==> src/rtl/fbs_map.vh <==
`ifndef FBS_MAP_VH
`define FBS_MAP_VH
// Register byte addresses on the bus.
`define FBS_ADR_CTRL 4'h0
`define FBS_ADR_UEBS 4'h4
`define FBS_ADR_ROVL 4'h8
`define FBS_ADR_STAT 4'hC
// Control register fields.
`define FBS_CTRL_WREN 0
// Upper erase-block select fields.
`define FBS_UEBS_NINE 1
`define FBS_UEBS_EIGHT 0
// Overlay register fields.
`define FBS_ROVL_EN 3
`define FBS_ROVL_AREA_HI 2
`define FBS_ROVL_AREA_LO 1
// Status register fields.
`define FBS_STAT_PIN 0
`define FBS_STAT_MODE_LO 1
`define FBS_STAT_MODE_HI 2
`define FBS_STAT_PROT 3
`define FBS_STAT_BUSY 4
// Reset values.
`define FBS_UEBS_RST 8'h00
`define FBS_ROVL_RST 8'h00
// Erase regions of the two upper blocks.
`define FBS_NINE_LO 24'h018000
`define FBS_NINE_HI 24'h01FFFF
`define FBS_EIGHT_LO 24'h010000
`define FBS_EIGHT_HI 24'h017FFF
// Overlay RAM window and flash block bases.
`define FBS_RAM_LO 24'hFFE000
`define FBS_RAM_HI 24'hFFE3FF
`define FBS_OVL_STEP 24'h000400
// Operating modes.
`define FBS_MODE_NONE 2'h0
`define FBS_MODE_USER 2'h1
`define FBS_MODE_BOOT 2'h2
`define FBS_MODE_UPGM 2'h3
// Mode pin patterns, order mode_pin_two..zero then write enable pin.
`define FBS_PAT_USER 4'hF
`define FBS_PAT_BOOT 4'h7
// Boot loader sequencing counts in cycles.
`define FBS_BOOT_WAIT 8'h64
`endif

==> src/rtl/fbs_ctrl.v <==
// Decided for this implementation: the register addresses and the Wishbone register port.
`timescale 1ns/1ps
`include "fbs_map.vh"
// How it works
// RULE1 - Upper select register is held zero while software write enable is zero.
// RULE2 - Two or more select bits set at once clears the whole register.
// RULE3 - Unused upper bits of both registers always read as zero.
// RULE4 - Software writes zeros to overlay bits five and four; they are stored.
// RULE5 - Bit one targets region 0x018000 to 0x01FFFF for erase.
// RULE6 - Bit zero targets region 0x010000 to 0x017FFF for erase.
// RULE7 - Overlay enable maps flash onto RAM and blocks all program and erase.
// RULE8 - Overlay maps the chosen 1-kbyte block at RAM 0xFFE000 to 0xFFE3FF.
// RULE9 - Area field from bits two and one picks block 0x000, 0x400, 0x800, 0xC00.
// RULE10 - Software writes the overlay register only in user or user program mode.
// RULE11 - Software avoids the emulated region right after changing the overlay.
// RULE12 - Mode pins and enable pin are stable four states before reset release.
// RULE13 - Reset end selects user mode on 1111 and boot mode on 0111.
// RULE14 - Boot mode runs the loader sequence, erasing all flash, then runs code.
// RULE15 - User program mode allows per-block erase and program; no pin pattern in the mode latch selects this mode.
// RULE16 - Program and erase allowed only while software write enable is one.
// RULE17 - Write enable pin level reads back as a read-only status bit.
// RULE18 - Decoded mode is latched at reset release and held until next reset.
// RULE19 - Both registers reset to all zeros.
module fbs_ctrl (
  // Clock and reset.
  input wire clk_i,
  input wire rst_i,
  // Wishbone slave.
  input wire wb_cyc_i,
  input wire wb_stb_i,
  input wire wb_we_i,
  input wire [3:0] wb_adr_i,
  input wire [3:0] wb_sel_i,
  input wire [31:0] wb_dat_i,
  output reg [31:0] wb_dat_o,
  output reg wb_ack_o,
  // Mode pins and flash write enable pin.
  input wire mode_pin_two_i,
  input wire mode_pin_one_i,
  input wire mode_pin_zero_i,
  input wire flash_write_enable_pin_i,
  // Loader handshake: serial transfer done and erase done.
  input wire boot_load_done_i,
  input wire boot_erase_done_i,
  // Flash side: erase targets, overlay and protection.
  output reg erase_blk_nine_o,
  output reg erase_blk_eight_o,
  output reg [23:0] erase_lo_o,
  output reg [23:0] erase_hi_o,
  output reg pe_allow_o,
  output reg overlay_active_o,
  output reg [23:0] overlay_flash_base_o,
  output reg [23:0] overlay_ram_lo_o,
  output reg [23:0] overlay_ram_hi_o,
  output reg boot_erase_all_o,
  output reg boot_run_o,
  output reg [1:0] mode_o
);
  // Loader states.
  localparam BT_IDLE = 3'h0;
  localparam BT_WAIT = 3'h1;
  localparam BT_LOAD = 3'h2;
  localparam BT_ERASE = 3'h3;
  localparam BT_RUN = 3'h4;

  // Reset images of the two registers; only the stored bits are kept.
  localparam [7:0] UEBS_RST = `FBS_UEBS_RST;
  localparam [7:0] ROVL_RST = `FBS_ROVL_RST;

  // Register state, decoded strobes and read images.
  reg software_write_enable;
  reg [1:0] upper_erase_block_select;
  reg [5:0] ram_overlay_control;
  reg [2:0] bt_state;
  reg [2:0] next_bt_state;
  reg [7:0] bt_cnt;
  reg [1:0] next_uebs;
  reg [7:0] rd_byte;
  wire [1:0] mode;
  wire wr_lane;
  wire acc;
  wire ovl_write_ok;
  wire overlay_enable;
  wire overlay_area_bit_two;
  wire overlay_area_bit_one;
  wire wr_ctrl;
  wire wr_uebs;
  wire wr_rovl;
  wire loader_busy;
  wire [7:0] ctrl_rd;
  wire [7:0] uebs_rd;
  wire [7:0] rovl_rd;
  wire [7:0] stat_rd;

  // Flags a two-bit select field that has more than one bit set.
  function more_than_one;
    input [1:0] v;
    begin
      more_than_one = v[1] & v[0];
    end
  endfunction

  // User and user program mode are the modes in which software owns the flash;
  // boot mode and an unknown pin pattern leave it locked.
  function mode_writable;
    input [1:0] m;
    begin
      mode_writable = (m == `FBS_MODE_USER) || (m == `FBS_MODE_UPGM);
    end
  endfunction

  // Lowest address of the region picked by the upper select; zero when none is
  // picked, so the flash side never sees a stale region.
  function [23:0] region_lo;
    input [1:0] sel;
    begin
      if (sel[`FBS_UEBS_NINE]) begin
        region_lo = `FBS_NINE_LO; // RULE5
      end else if (sel[`FBS_UEBS_EIGHT]) begin
        region_lo = `FBS_EIGHT_LO; // RULE6
      end else begin
        region_lo = 24'h000000;
      end
    end
  endfunction

  // Highest address of the region picked by the upper select; zero when none.
  function [23:0] region_hi;
    input [1:0] sel;
    begin
      if (sel[`FBS_UEBS_NINE]) begin
        region_hi = `FBS_NINE_HI; // RULE5
      end else if (sel[`FBS_UEBS_EIGHT]) begin
        region_hi = `FBS_EIGHT_HI; // RULE6
      end else begin
        region_hi = 24'h000000;
      end
    end
  endfunction

  // Flash base of the overlaid block. The area field counts whole 1-kbyte blocks,
  // so the base only ever has bits eleven and ten set.
  function [23:0] area_base;
    input [1:0] area;
    begin
      area_base = {22'h0, area} * `FBS_OVL_STEP; // RULE9
    end
  endfunction

  // Operating mode, caught once as reset ends and held until the next reset;
  // later changes on the mode pins have no effect.
  fbs_mode_latch u_mode (
    .clk_i(clk_i),
    .rst_i(rst_i),
    .mode_pin_two_i(mode_pin_two_i),
    .mode_pin_one_i(mode_pin_one_i),
    .mode_pin_zero_i(mode_pin_zero_i),
    .flash_write_enable_pin_i(flash_write_enable_pin_i),
    .mode_o(mode)
  );

  // Bus access decode. A request counts only while no ack stands, and only the low
  // byte lane carries register data.
  assign acc = wb_cyc_i & wb_stb_i & ~wb_ack_o;
  assign wr_lane = acc & wb_we_i & wb_sel_i[0];
  assign ovl_write_ok = mode_writable(mode);
  assign overlay_enable = ram_overlay_control[`FBS_ROVL_EN];
  assign overlay_area_bit_two = ram_overlay_control[`FBS_ROVL_AREA_HI];
  assign overlay_area_bit_one = ram_overlay_control[`FBS_ROVL_AREA_LO];
  // Bit zero of the overlay register is stored but plays no part in the mapping.

  // One write strobe per register; overlay writes outside the owning modes fall away.
  assign wr_ctrl = wr_lane && (wb_adr_i == `FBS_ADR_CTRL);
  assign wr_uebs = wr_lane && (wb_adr_i == `FBS_ADR_UEBS);
  assign wr_rovl = wr_lane && (wb_adr_i == `FBS_ADR_ROVL) && ovl_write_ok; // RULE10

  // The loader is busy from its start-up wait until the erase is finished.
  assign loader_busy = (bt_state != BT_IDLE) && (bt_state != BT_RUN);

  // Read images; unused upper bits are tied to zero.
  assign ctrl_rd = {7'h00, software_write_enable};
  assign uebs_rd = {6'h00, upper_erase_block_select}; // RULE3
  assign rovl_rd = {2'h0, ram_overlay_control}; // RULE3
  // Status: bit zero pin level, bits two and one mode, bit three overlay, bit four busy.
  assign stat_rd = {3'h0, loader_busy, overlay_enable, mode, flash_write_enable_pin_i}; // RULE17

  // Next upper select value: a write first, then the multi-bit clear, and last the
  // enable clear, so a write made while the enable is low can never stick.
  always @* begin
    next_uebs = upper_erase_block_select;
    if (wr_uebs) begin
      next_uebs = wb_dat_i[1:0];
    end
    if (more_than_one(next_uebs)) begin // RULE2
      next_uebs = 2'h0;
    end
    if (!software_write_enable) begin // RULE1 RULE16
      next_uebs = 2'h0;
    end
  end

  // Control, select and overlay registers. Overlay bits five and four are kept as
  // written, so software must write zeros there; bits seven and six are not stored
  // at all and cannot leak into the mapping.
  always @(posedge clk_i) begin
    if (rst_i) begin
      software_write_enable <= 1'b0;
      upper_erase_block_select <= UEBS_RST[1:0]; // RULE19
      ram_overlay_control <= ROVL_RST[5:0]; // RULE19
    end else begin
      upper_erase_block_select <= next_uebs;
      if (wr_ctrl) begin
        software_write_enable <= wb_dat_i[`FBS_CTRL_WREN];
      end
      if (wr_rovl) begin
        ram_overlay_control <= wb_dat_i[5:0]; // RULE4 RULE10
      end
    end
  end

  // Read mux on the byte address; unmapped addresses return zero.
  always @* begin
    rd_byte = 8'h00;
    case (wb_adr_i)
      `FBS_ADR_CTRL: rd_byte = ctrl_rd;
      `FBS_ADR_UEBS: rd_byte = uebs_rd; // RULE3
      `FBS_ADR_ROVL: rd_byte = rovl_rd; // RULE3
      `FBS_ADR_STAT: rd_byte = stat_rd; // RULE17
      default: rd_byte = 8'h00;
    endcase
  end

  // Single-cycle acknowledge for every address. A request is not taken again while
  // its own ack stands, so a master that holds stb for the ack cycle is answered once.
  always @(posedge clk_i) begin
    if (rst_i) begin
      wb_ack_o <= 1'b0;
      wb_dat_o <= 32'h00000000;
    end else begin
      wb_ack_o <= acc;
      wb_dat_o <= acc ? {24'h000000, rd_byte} : 32'h00000000;
    end
  end

  // Loader sequencing for boot mode. The start-up wait stands in for the serial rate
  // search; load and erase end on handshakes from the loader helpers.
  always @* begin
    next_bt_state = bt_state;
    case (bt_state)
      BT_IDLE: if (mode == `FBS_MODE_BOOT) next_bt_state = BT_WAIT; // RULE14
      BT_WAIT: if (bt_cnt == `FBS_BOOT_WAIT) next_bt_state = BT_LOAD;
      BT_LOAD: if (boot_load_done_i) next_bt_state = BT_ERASE;
      BT_ERASE: if (boot_erase_done_i) next_bt_state = BT_RUN;
      BT_RUN: next_bt_state = BT_RUN;
      default: next_bt_state = BT_IDLE;
    endcase
  end

  // Loader state register and wait counter; the counter idles at zero outside the
  // wait, so a second boot-mode reset starts a full wait again.
  always @(posedge clk_i) begin
    if (rst_i) begin
      bt_state <= BT_IDLE;
      bt_cnt <= 8'h00;
    end else begin
      bt_state <= next_bt_state;
      bt_cnt <= (bt_state == BT_WAIT) ? bt_cnt + 8'h01 : 8'h00;
    end
  end

  // Registered flash-side outputs; each follows its source one cycle late, which
  // the flash sequencer must allow for.
  always @(posedge clk_i) begin
    if (rst_i) begin
      erase_blk_nine_o <= 1'b0;
      erase_blk_eight_o <= 1'b0;
      erase_lo_o <= 24'h000000;
      erase_hi_o <= 24'h000000;
      pe_allow_o <= 1'b0;
      overlay_active_o <= 1'b0;
      overlay_flash_base_o <= 24'h000000;
      overlay_ram_lo_o <= 24'h000000;
      overlay_ram_hi_o <= 24'h000000;
      boot_erase_all_o <= 1'b0;
      boot_run_o <= 1'b0;
      mode_o <= `FBS_MODE_NONE;
    end else begin
      erase_blk_nine_o <= upper_erase_block_select[`FBS_UEBS_NINE];
      erase_blk_eight_o <= upper_erase_block_select[`FBS_UEBS_EIGHT];
      // The select register never holds two bits, so only one region is ever shown.
      erase_lo_o <= region_lo(upper_erase_block_select); // RULE5 RULE6
      erase_hi_o <= region_hi(upper_erase_block_select); // RULE5 RULE6
      // Program and erase need the enable bit and a mode that owns the flash, or the
      // loader's own erase phase. While the overlay is on every block is locked,
      // whatever the select register holds; the select itself is left as written.
      pe_allow_o <= software_write_enable & ~overlay_enable &
        (mode_writable(mode) | (bt_state == BT_ERASE)); // RULE7 RULE15 RULE16
      overlay_active_o <= overlay_enable; // RULE7
      overlay_flash_base_o <= area_base({overlay_area_bit_two, overlay_area_bit_one}); // RULE9
      // The RAM window is fixed. The mapping moves one cycle after a register write,
      // so software must leave a gap before it touches the emulated area again.
      overlay_ram_lo_o <= overlay_enable ? `FBS_RAM_LO : 24'h000000; // RULE8
      overlay_ram_hi_o <= overlay_enable ? `FBS_RAM_HI : 24'h000000; // RULE8
      boot_erase_all_o <= (bt_state == BT_ERASE); // RULE14
      boot_run_o <= (bt_state == BT_RUN);
      mode_o <= mode;
    end
  end
endmodule // fbs_ctrl

==> src/rtl/fbs_mode_latch.v <==
`timescale 1ns/1ps
`include "fbs_map.vh"
module fbs_mode_latch (
  // Clock and reset.
  input wire clk_i,
  input wire rst_i,
  // Mode pins and the flash write enable pin.
  input wire mode_pin_two_i,
  input wire mode_pin_one_i,
  input wire mode_pin_zero_i,
  input wire flash_write_enable_pin_i,
  // Latched operating mode.
  output reg [1:0] mode_o
);
  reg in_reset;
  wire [3:0] pat;

  // Pin pattern seen in the cycle of reset release.
  assign pat = {mode_pin_two_i, mode_pin_one_i, mode_pin_zero_i, flash_write_enable_pin_i};

  // Mode is caught at the first clock after reset and then held.
  always @(posedge clk_i) begin
    if (rst_i) begin
      in_reset <= 1'b1;
      mode_o <= `FBS_MODE_NONE;
    end else begin
      in_reset <= 1'b0;
      if (in_reset) begin // RULE18
        case (pat) // RULE13
          `FBS_PAT_USER: mode_o <= `FBS_MODE_USER;
          `FBS_PAT_BOOT: mode_o <= `FBS_MODE_BOOT;
          default: mode_o <= `FBS_MODE_NONE;
        endcase
      end
    end
  end
endmodule // fbs_mode_latch

==> config.mk <==
export PLATFORM = sky130hd
export DESIGN_NAME = fbs_ctrl
export DESIGN_NICKNAME = d
export VERILOG_FILES = /design/src/rtl/fbs_ctrl.v /design/src/rtl/fbs_mode_latch.v
export VERILOG_INCLUDE_DIRS = /design/src /design/src/rtl
export SDC_FILE = /design/constraint.sdc
export NUM_CORES = 1
export LEC_CHECK = 0
export BUFFER_PORTS_ARGS = -buffer_cell sky130_fd_sc_hd__buf_2
export CAP_MARGIN = 20
export CORE_MARGIN = 8
export CORE_UTILIZATION = 40
export DETAILED_ROUTE_END_ITERATION = 12
export PLACE_DENSITY = 0.88
export SKIP_CTS_REPAIR_TIMING = 1
export SLEW_MARGIN = 20
export SYNTH_ARGS = -nofsm -noshare
export SYNTH_HDL_FRONTEND = slang
export SYNTH_SLANG_ARGS = --single-unit
==> constraint.sdc <==
create_clock -name clk_i -period 1.47 [get_ports clk_i]
set_input_delay 0.147 -clock clk_i [delete_from_list [all_inputs] [get_ports clk_i]]
set_output_delay 0.147 -clock clk_i [all_outputs]
set_load 0.1 [all_outputs]
# Word level (Yosys, flattened, before mapping)
# Index checks and enable logic that the tools add are counted.
[word_totals]
register_bits = 184
latch_bits = 0
ram_bits = 0
mem_bits_ro = 0
in_bits = 51
memories = 0
[classes]
addsub = 1
n_mul = 0
n_div = 0
order_cmp = 0
n_eq_ne = 18
n_shift = 0
mux = 15
bitwise_logic = 13
n_reduce_logical = 14
[op_table]
columns = ["operator", "count"]
rows = [
  ["$mux W17", 4],
  ["$mux W24", 2],
  ["$pmux W6 S4", 1],
  ["$pmux W3 S5", 1],
  ["$eq A4 B4 Y1 const B", 3],
  ["$mux W3", 4],
  ["$add A8 B1 Y8 const B", 1],
  ["$eq A4 B3 Y1 const B", 2],
  ["$eq A8 B7 Y1 const B", 1],
  ["$ne A2 B2 Y1 const B", 4],
  ["$and A1 B1 Y1", 7],
  ["$eq A3 B2 Y1 const B", 2],
  ["$reduce_or A2 Y1", 3],
  ["$logic_and A1 B1 Y1", 5],
  ["$not A1 Y1", 5],
  ["$eq A2 B2 Y1 const B", 2],
  ["$logic_not A4 Y1", 1],
  ["$pmux W2 S2", 1],
  ["$reduce_and A4 Y1", 1],
  ["$eq A3 B1 Y1 const B", 1],
  ["$eq A3 B3 Y1 const B", 1],
  ["$logic_not A3 Y1", 1],
  ["$ne A3 B3 Y1 const B", 1],
  ["$reduce_bool A3 Y1", 1],
  ["other kinds (6)", 6],
]

# Depth between registers and ports, before layout
[logic_depth]
word_depth = 8
ltp_mapped = 5

# Hierarchy
# A second synthesis with hierarchy kept.
[hier_totals]
cells_unflattened = 311
area_unflattened_um2 = 2748.9
[modules_own_cells]
columns = ["module", "n_inst", "cells_per_inst", "area_per_inst_um2", "seq_area_each_um2"]
rows = [
  ["fbs_ctrl", 1, 303, 2651.3, 760.7],
  ["fbs_mode_latch", 1, 8, 97.6, 60.1],
]

# Least setup slack after synthesis
# Ideal clock, no wire load.
[synth_timing]
kind = "register -> output"
start = "reg, netlist name overlay_ram_lo_o[22]"
end = "out overlay_ram_hi_o[0]"
arrival_ns = 1.913
path_slack_ns = -0.590
stages_incl_launch_ff = 2
cell_sequence = "dfxtp_1 > buf_4"
[synth_lines]
columns = ["element", "line", "text"]
rows = [
  ["end: declaration", "fbs_ctrl.v:54", "output reg [23:0] overlay_ram_hi_o,"],
]

==> impl_results.md <==
* Crit path time final at 1.40 ns
* Initial antenna violation count at 0
* Cell count after synthesis at 304
* Final std cells w/o fill at 428
* Core area at 6680 µm²
* DRT Pass-1 Iters at 4
* H-tree levels at 2
* Synth Flop Type: dfxtp_1
* Slew Limit Fails at 0
* DRT iter0 DRCs at 63
* Synth-to-Final Area Change at -2.16%
* Avg Cell Area, Syn at 8.96 µm²
* Synthesized area at 2730 µm²
* Final Power at 3.20 mW
* Yosys cell types at 44
* Clock root buffer: clkbuf_8
* Unrepaired setup endpoints after global routing: true
* Setup TNS Final at 0 ns
* CP delay by family, top: flip-flops
* Critical path type: reg -> out
* Layout net count at 400
* Max incr delay on CP at 0.48 ns
* Combinational share of power at 0.360
* Worst-skew pair later-pin latency at 0.29 ns
* Row count at 30
* Slew headroom at 0.657
* Power share of the clock group at 0.292
* Setup violators final at 0
* Finished Core Util at 0.399
* Final instance area at 2670 µm²
* Routed WL at 5.82 mm
* Startpoint Class: flop
* Seq/Total Area, Yosys at 0.301
* Fraction of power spent switching nets at 0.464
* Asr flop ratio synth at 0
* ANT cells at 0
* Antenna Nets Post-Route at 0
* GP Congestion at 0.718
* Leakage at 1.41 nW
* Vias in the first global route at 1683
* DP Wirelength at 4.88 mm
* Worst Setup SP: overlay_ram_lo_o[22]$_SDFF_PP0_
* Overflow after GRT at 0
* Net Sw Power at 1.49 mW
* IR Drop Worst-Case VDD at 0.000569 V
* CTS tree: done
* Clock Path Buffers at 2
* Fmax at 0.713 GHz
* Post-route clock skew at 0.0114 ns
* Sequential group share of total power at 0.348
* Largest net degree at the start of global routing at 34
* HP Start: mode_pin_two_i
* DR vias at 1715
* Worst-margin pin slew at 0.517 ns
* Critical path arrival at 1.25 ns
* # placed instances at 420
* Total die area at 9710 µm²
* PortBufs at 89
* Width of the die at 98.5 µm
* Critical path capture point type: output port
* TritonCTS buffer count at 5
* Max cap viols at 0
* # IOs at 212
* Clock transition at the registers of the reported paths at 0.07 ns
* Max Fanout on Critical Path at 33
* CP Cell Sequence: buf_2
* Critical path's slowest cell: dfxtp_4
* Sink Count at 41
* R2R Setup Slk at 0.10 ns
* Number of synthesized flops with an enable pin at 0
* Status: finished, final reports clean
* Worst R2R Start: bt_cnt[2]$_SDFF_PP0_
* Die H at 98.5 µm
* Worst Hold Class: in -> reg
* First-pass GRT wire length at 8.74 mm
* Placement Cell Area at 2550 µm²
* GRT Overall Usage at 0.108
* Drt drc at 0
* Buf/Inv on CP at 1
* Share of cells above drive strength 1 at 0.333
* Vias per inst at 4.01
* Data required, critical path at 1.32 ns
* Final period util at 0.953
* Initial Util at 0.408
* FF+latch count, synth at 41
* Yosys synthesis warning count at 0
* Fin. Hold Viols at 0
* PwrDens at 1200 nW/µm²
* WL/cell at 13.6 µm
* Internal power at 1.71 mW
## stage by stage
step,hold slack (ns),worst slack (ns)
floorplan,0.175,0.0758
global placement,0.337,0.167
detailed placement,0.356,0.147
CTS,0.0532,0.0428
global route,0.0513,-0.0121
finish,0.0570,0.0684
## placed cells by master (no fill, tap or decap), types with 2 or more instances in the layout
master    instances
or3_1             2
dfxtp_1          37
nor2_1           17
dfxtp_4           2
or4_1             2
nor3_1            2
conb_1           93
dfxtp_2           2
nand3b_1          6
mux2_4            3
buf_4             4
nor2b_1          12
buf_2            89
inv_1             6
nand2_1          10
nand3_1           4
nor3b_1           2
ha_1              2
mux2i_1           7
o21ai_0           2
or2_2             2
nand2b_1          7
a21oi_1           6
clkbuf_8          6
xor2_1            2
## cells in the mapped netlist, types with 2 or more instances
| cell type | instances | area [µm²] |
|---|---|---|
| buf_4 | 143 | 1070 |
| mux2_4 | 3 | 45.0 |
| nor2b_1 | 12 | 75.1 |
| mux2i_1 | 7 | 70.1 |
| xor2_1 | 2 | 17.5 |
| nand2_1 | 10 | 37.5 |
| nor3_1 | 2 | 10.0 |
| or4_1 | 2 | 15.0 |
| clkbuf_1 | 3 | 11.3 |
| nand2b_1 | 7 | 43.8 |
| nor2_1 | 17 | 63.8 |
| or3_1 | 2 | 12.5 |
| inv_1 | 6 | 22.5 |
| o21ai_0 | 2 | 10.0 |
| dfxtp_1 | 41 | 821 |
| nor3b_1 | 2 | 15.0 |
| a21oi_1 | 6 | 30.0 |
| or2_2 | 2 | 12.5 |
| nand3_1 | 4 | 20.0 |
| nand3b_1 | 6 | 45.0 |
| ha_1 | 2 | 25.0 |
## logic make-up after synthesis
group           synth area share
buf+inv                    0.414
compound gates            0.0367
simple gates               0.173
xor+xnor                 0.00964
other cells              0.00138
fa+ha+maj                0.00918
flops                      0.301
mux                       0.0546
## sequential cells by signal, indices dropped and copies added, names as in the netlist, 2 cells and up
| name | cells |
|---|---|
| overlay_flash_base_o | 2 |
| mode_o | 2 |
| ram_overlay_control | 6 |
| wb_dat_o | 6 |
| u_mode.mode_o | 2 |
| bt_state | 3 |
| bt_cnt | 8 |
| upper_erase_block_select | 2 |
## metal layers
metal | vias to the layer above | routed length, µm | GRT usage
met5 | - | 0 | 0
met4 | 0 | 35 | 0.0283
met3 | 4 | 733 | 0.0550
met2 | 87 | 3150 | 0.212
met1 | 794 | 1900 | 0.0930
li1 | 830 | - | -
## power by group through the flow
stage                     sequential, mW  combinational, mW  clock (mW)
after floorplan                     1.15               1.27           0
after global placement              1.14               1.13           0
after detailed placement            1.14               1.14           0
after CTS                           1.11               1.14       0.943
after global routing                1.12               1.17       0.985
final                               1.11               1.15       0.933
## layout make-up
cell class | count | area, µm²
Sequential cell | 41 | 831
Tap cell | 80 | 100
Timing Repair Buffer | 93 | 475
Multi-Input combinational cell | 200 | 1120
Clock inverter | 1 | 30.0
Fill cell | 669 | 4020
Inverter | 6 | 22.5
Clock buffer | 7 | 86.3
## worst paths after layout
| kind | depth (start not counted) | end |
|---|---|---|
| max reg2reg | 3 | bt_state[0]$_SDFFE_PP0P_ |
| min reg2reg | 1 | pe_allow_o$_SDFF_PP0_ |
| max | 1 | overlay_ram_hi_o[4] |
| min | 2 | u_mode.mode_o[1]$_SDFFE_PP0P_ |
No activity file was read; power rests on OpenSTA's default activity.
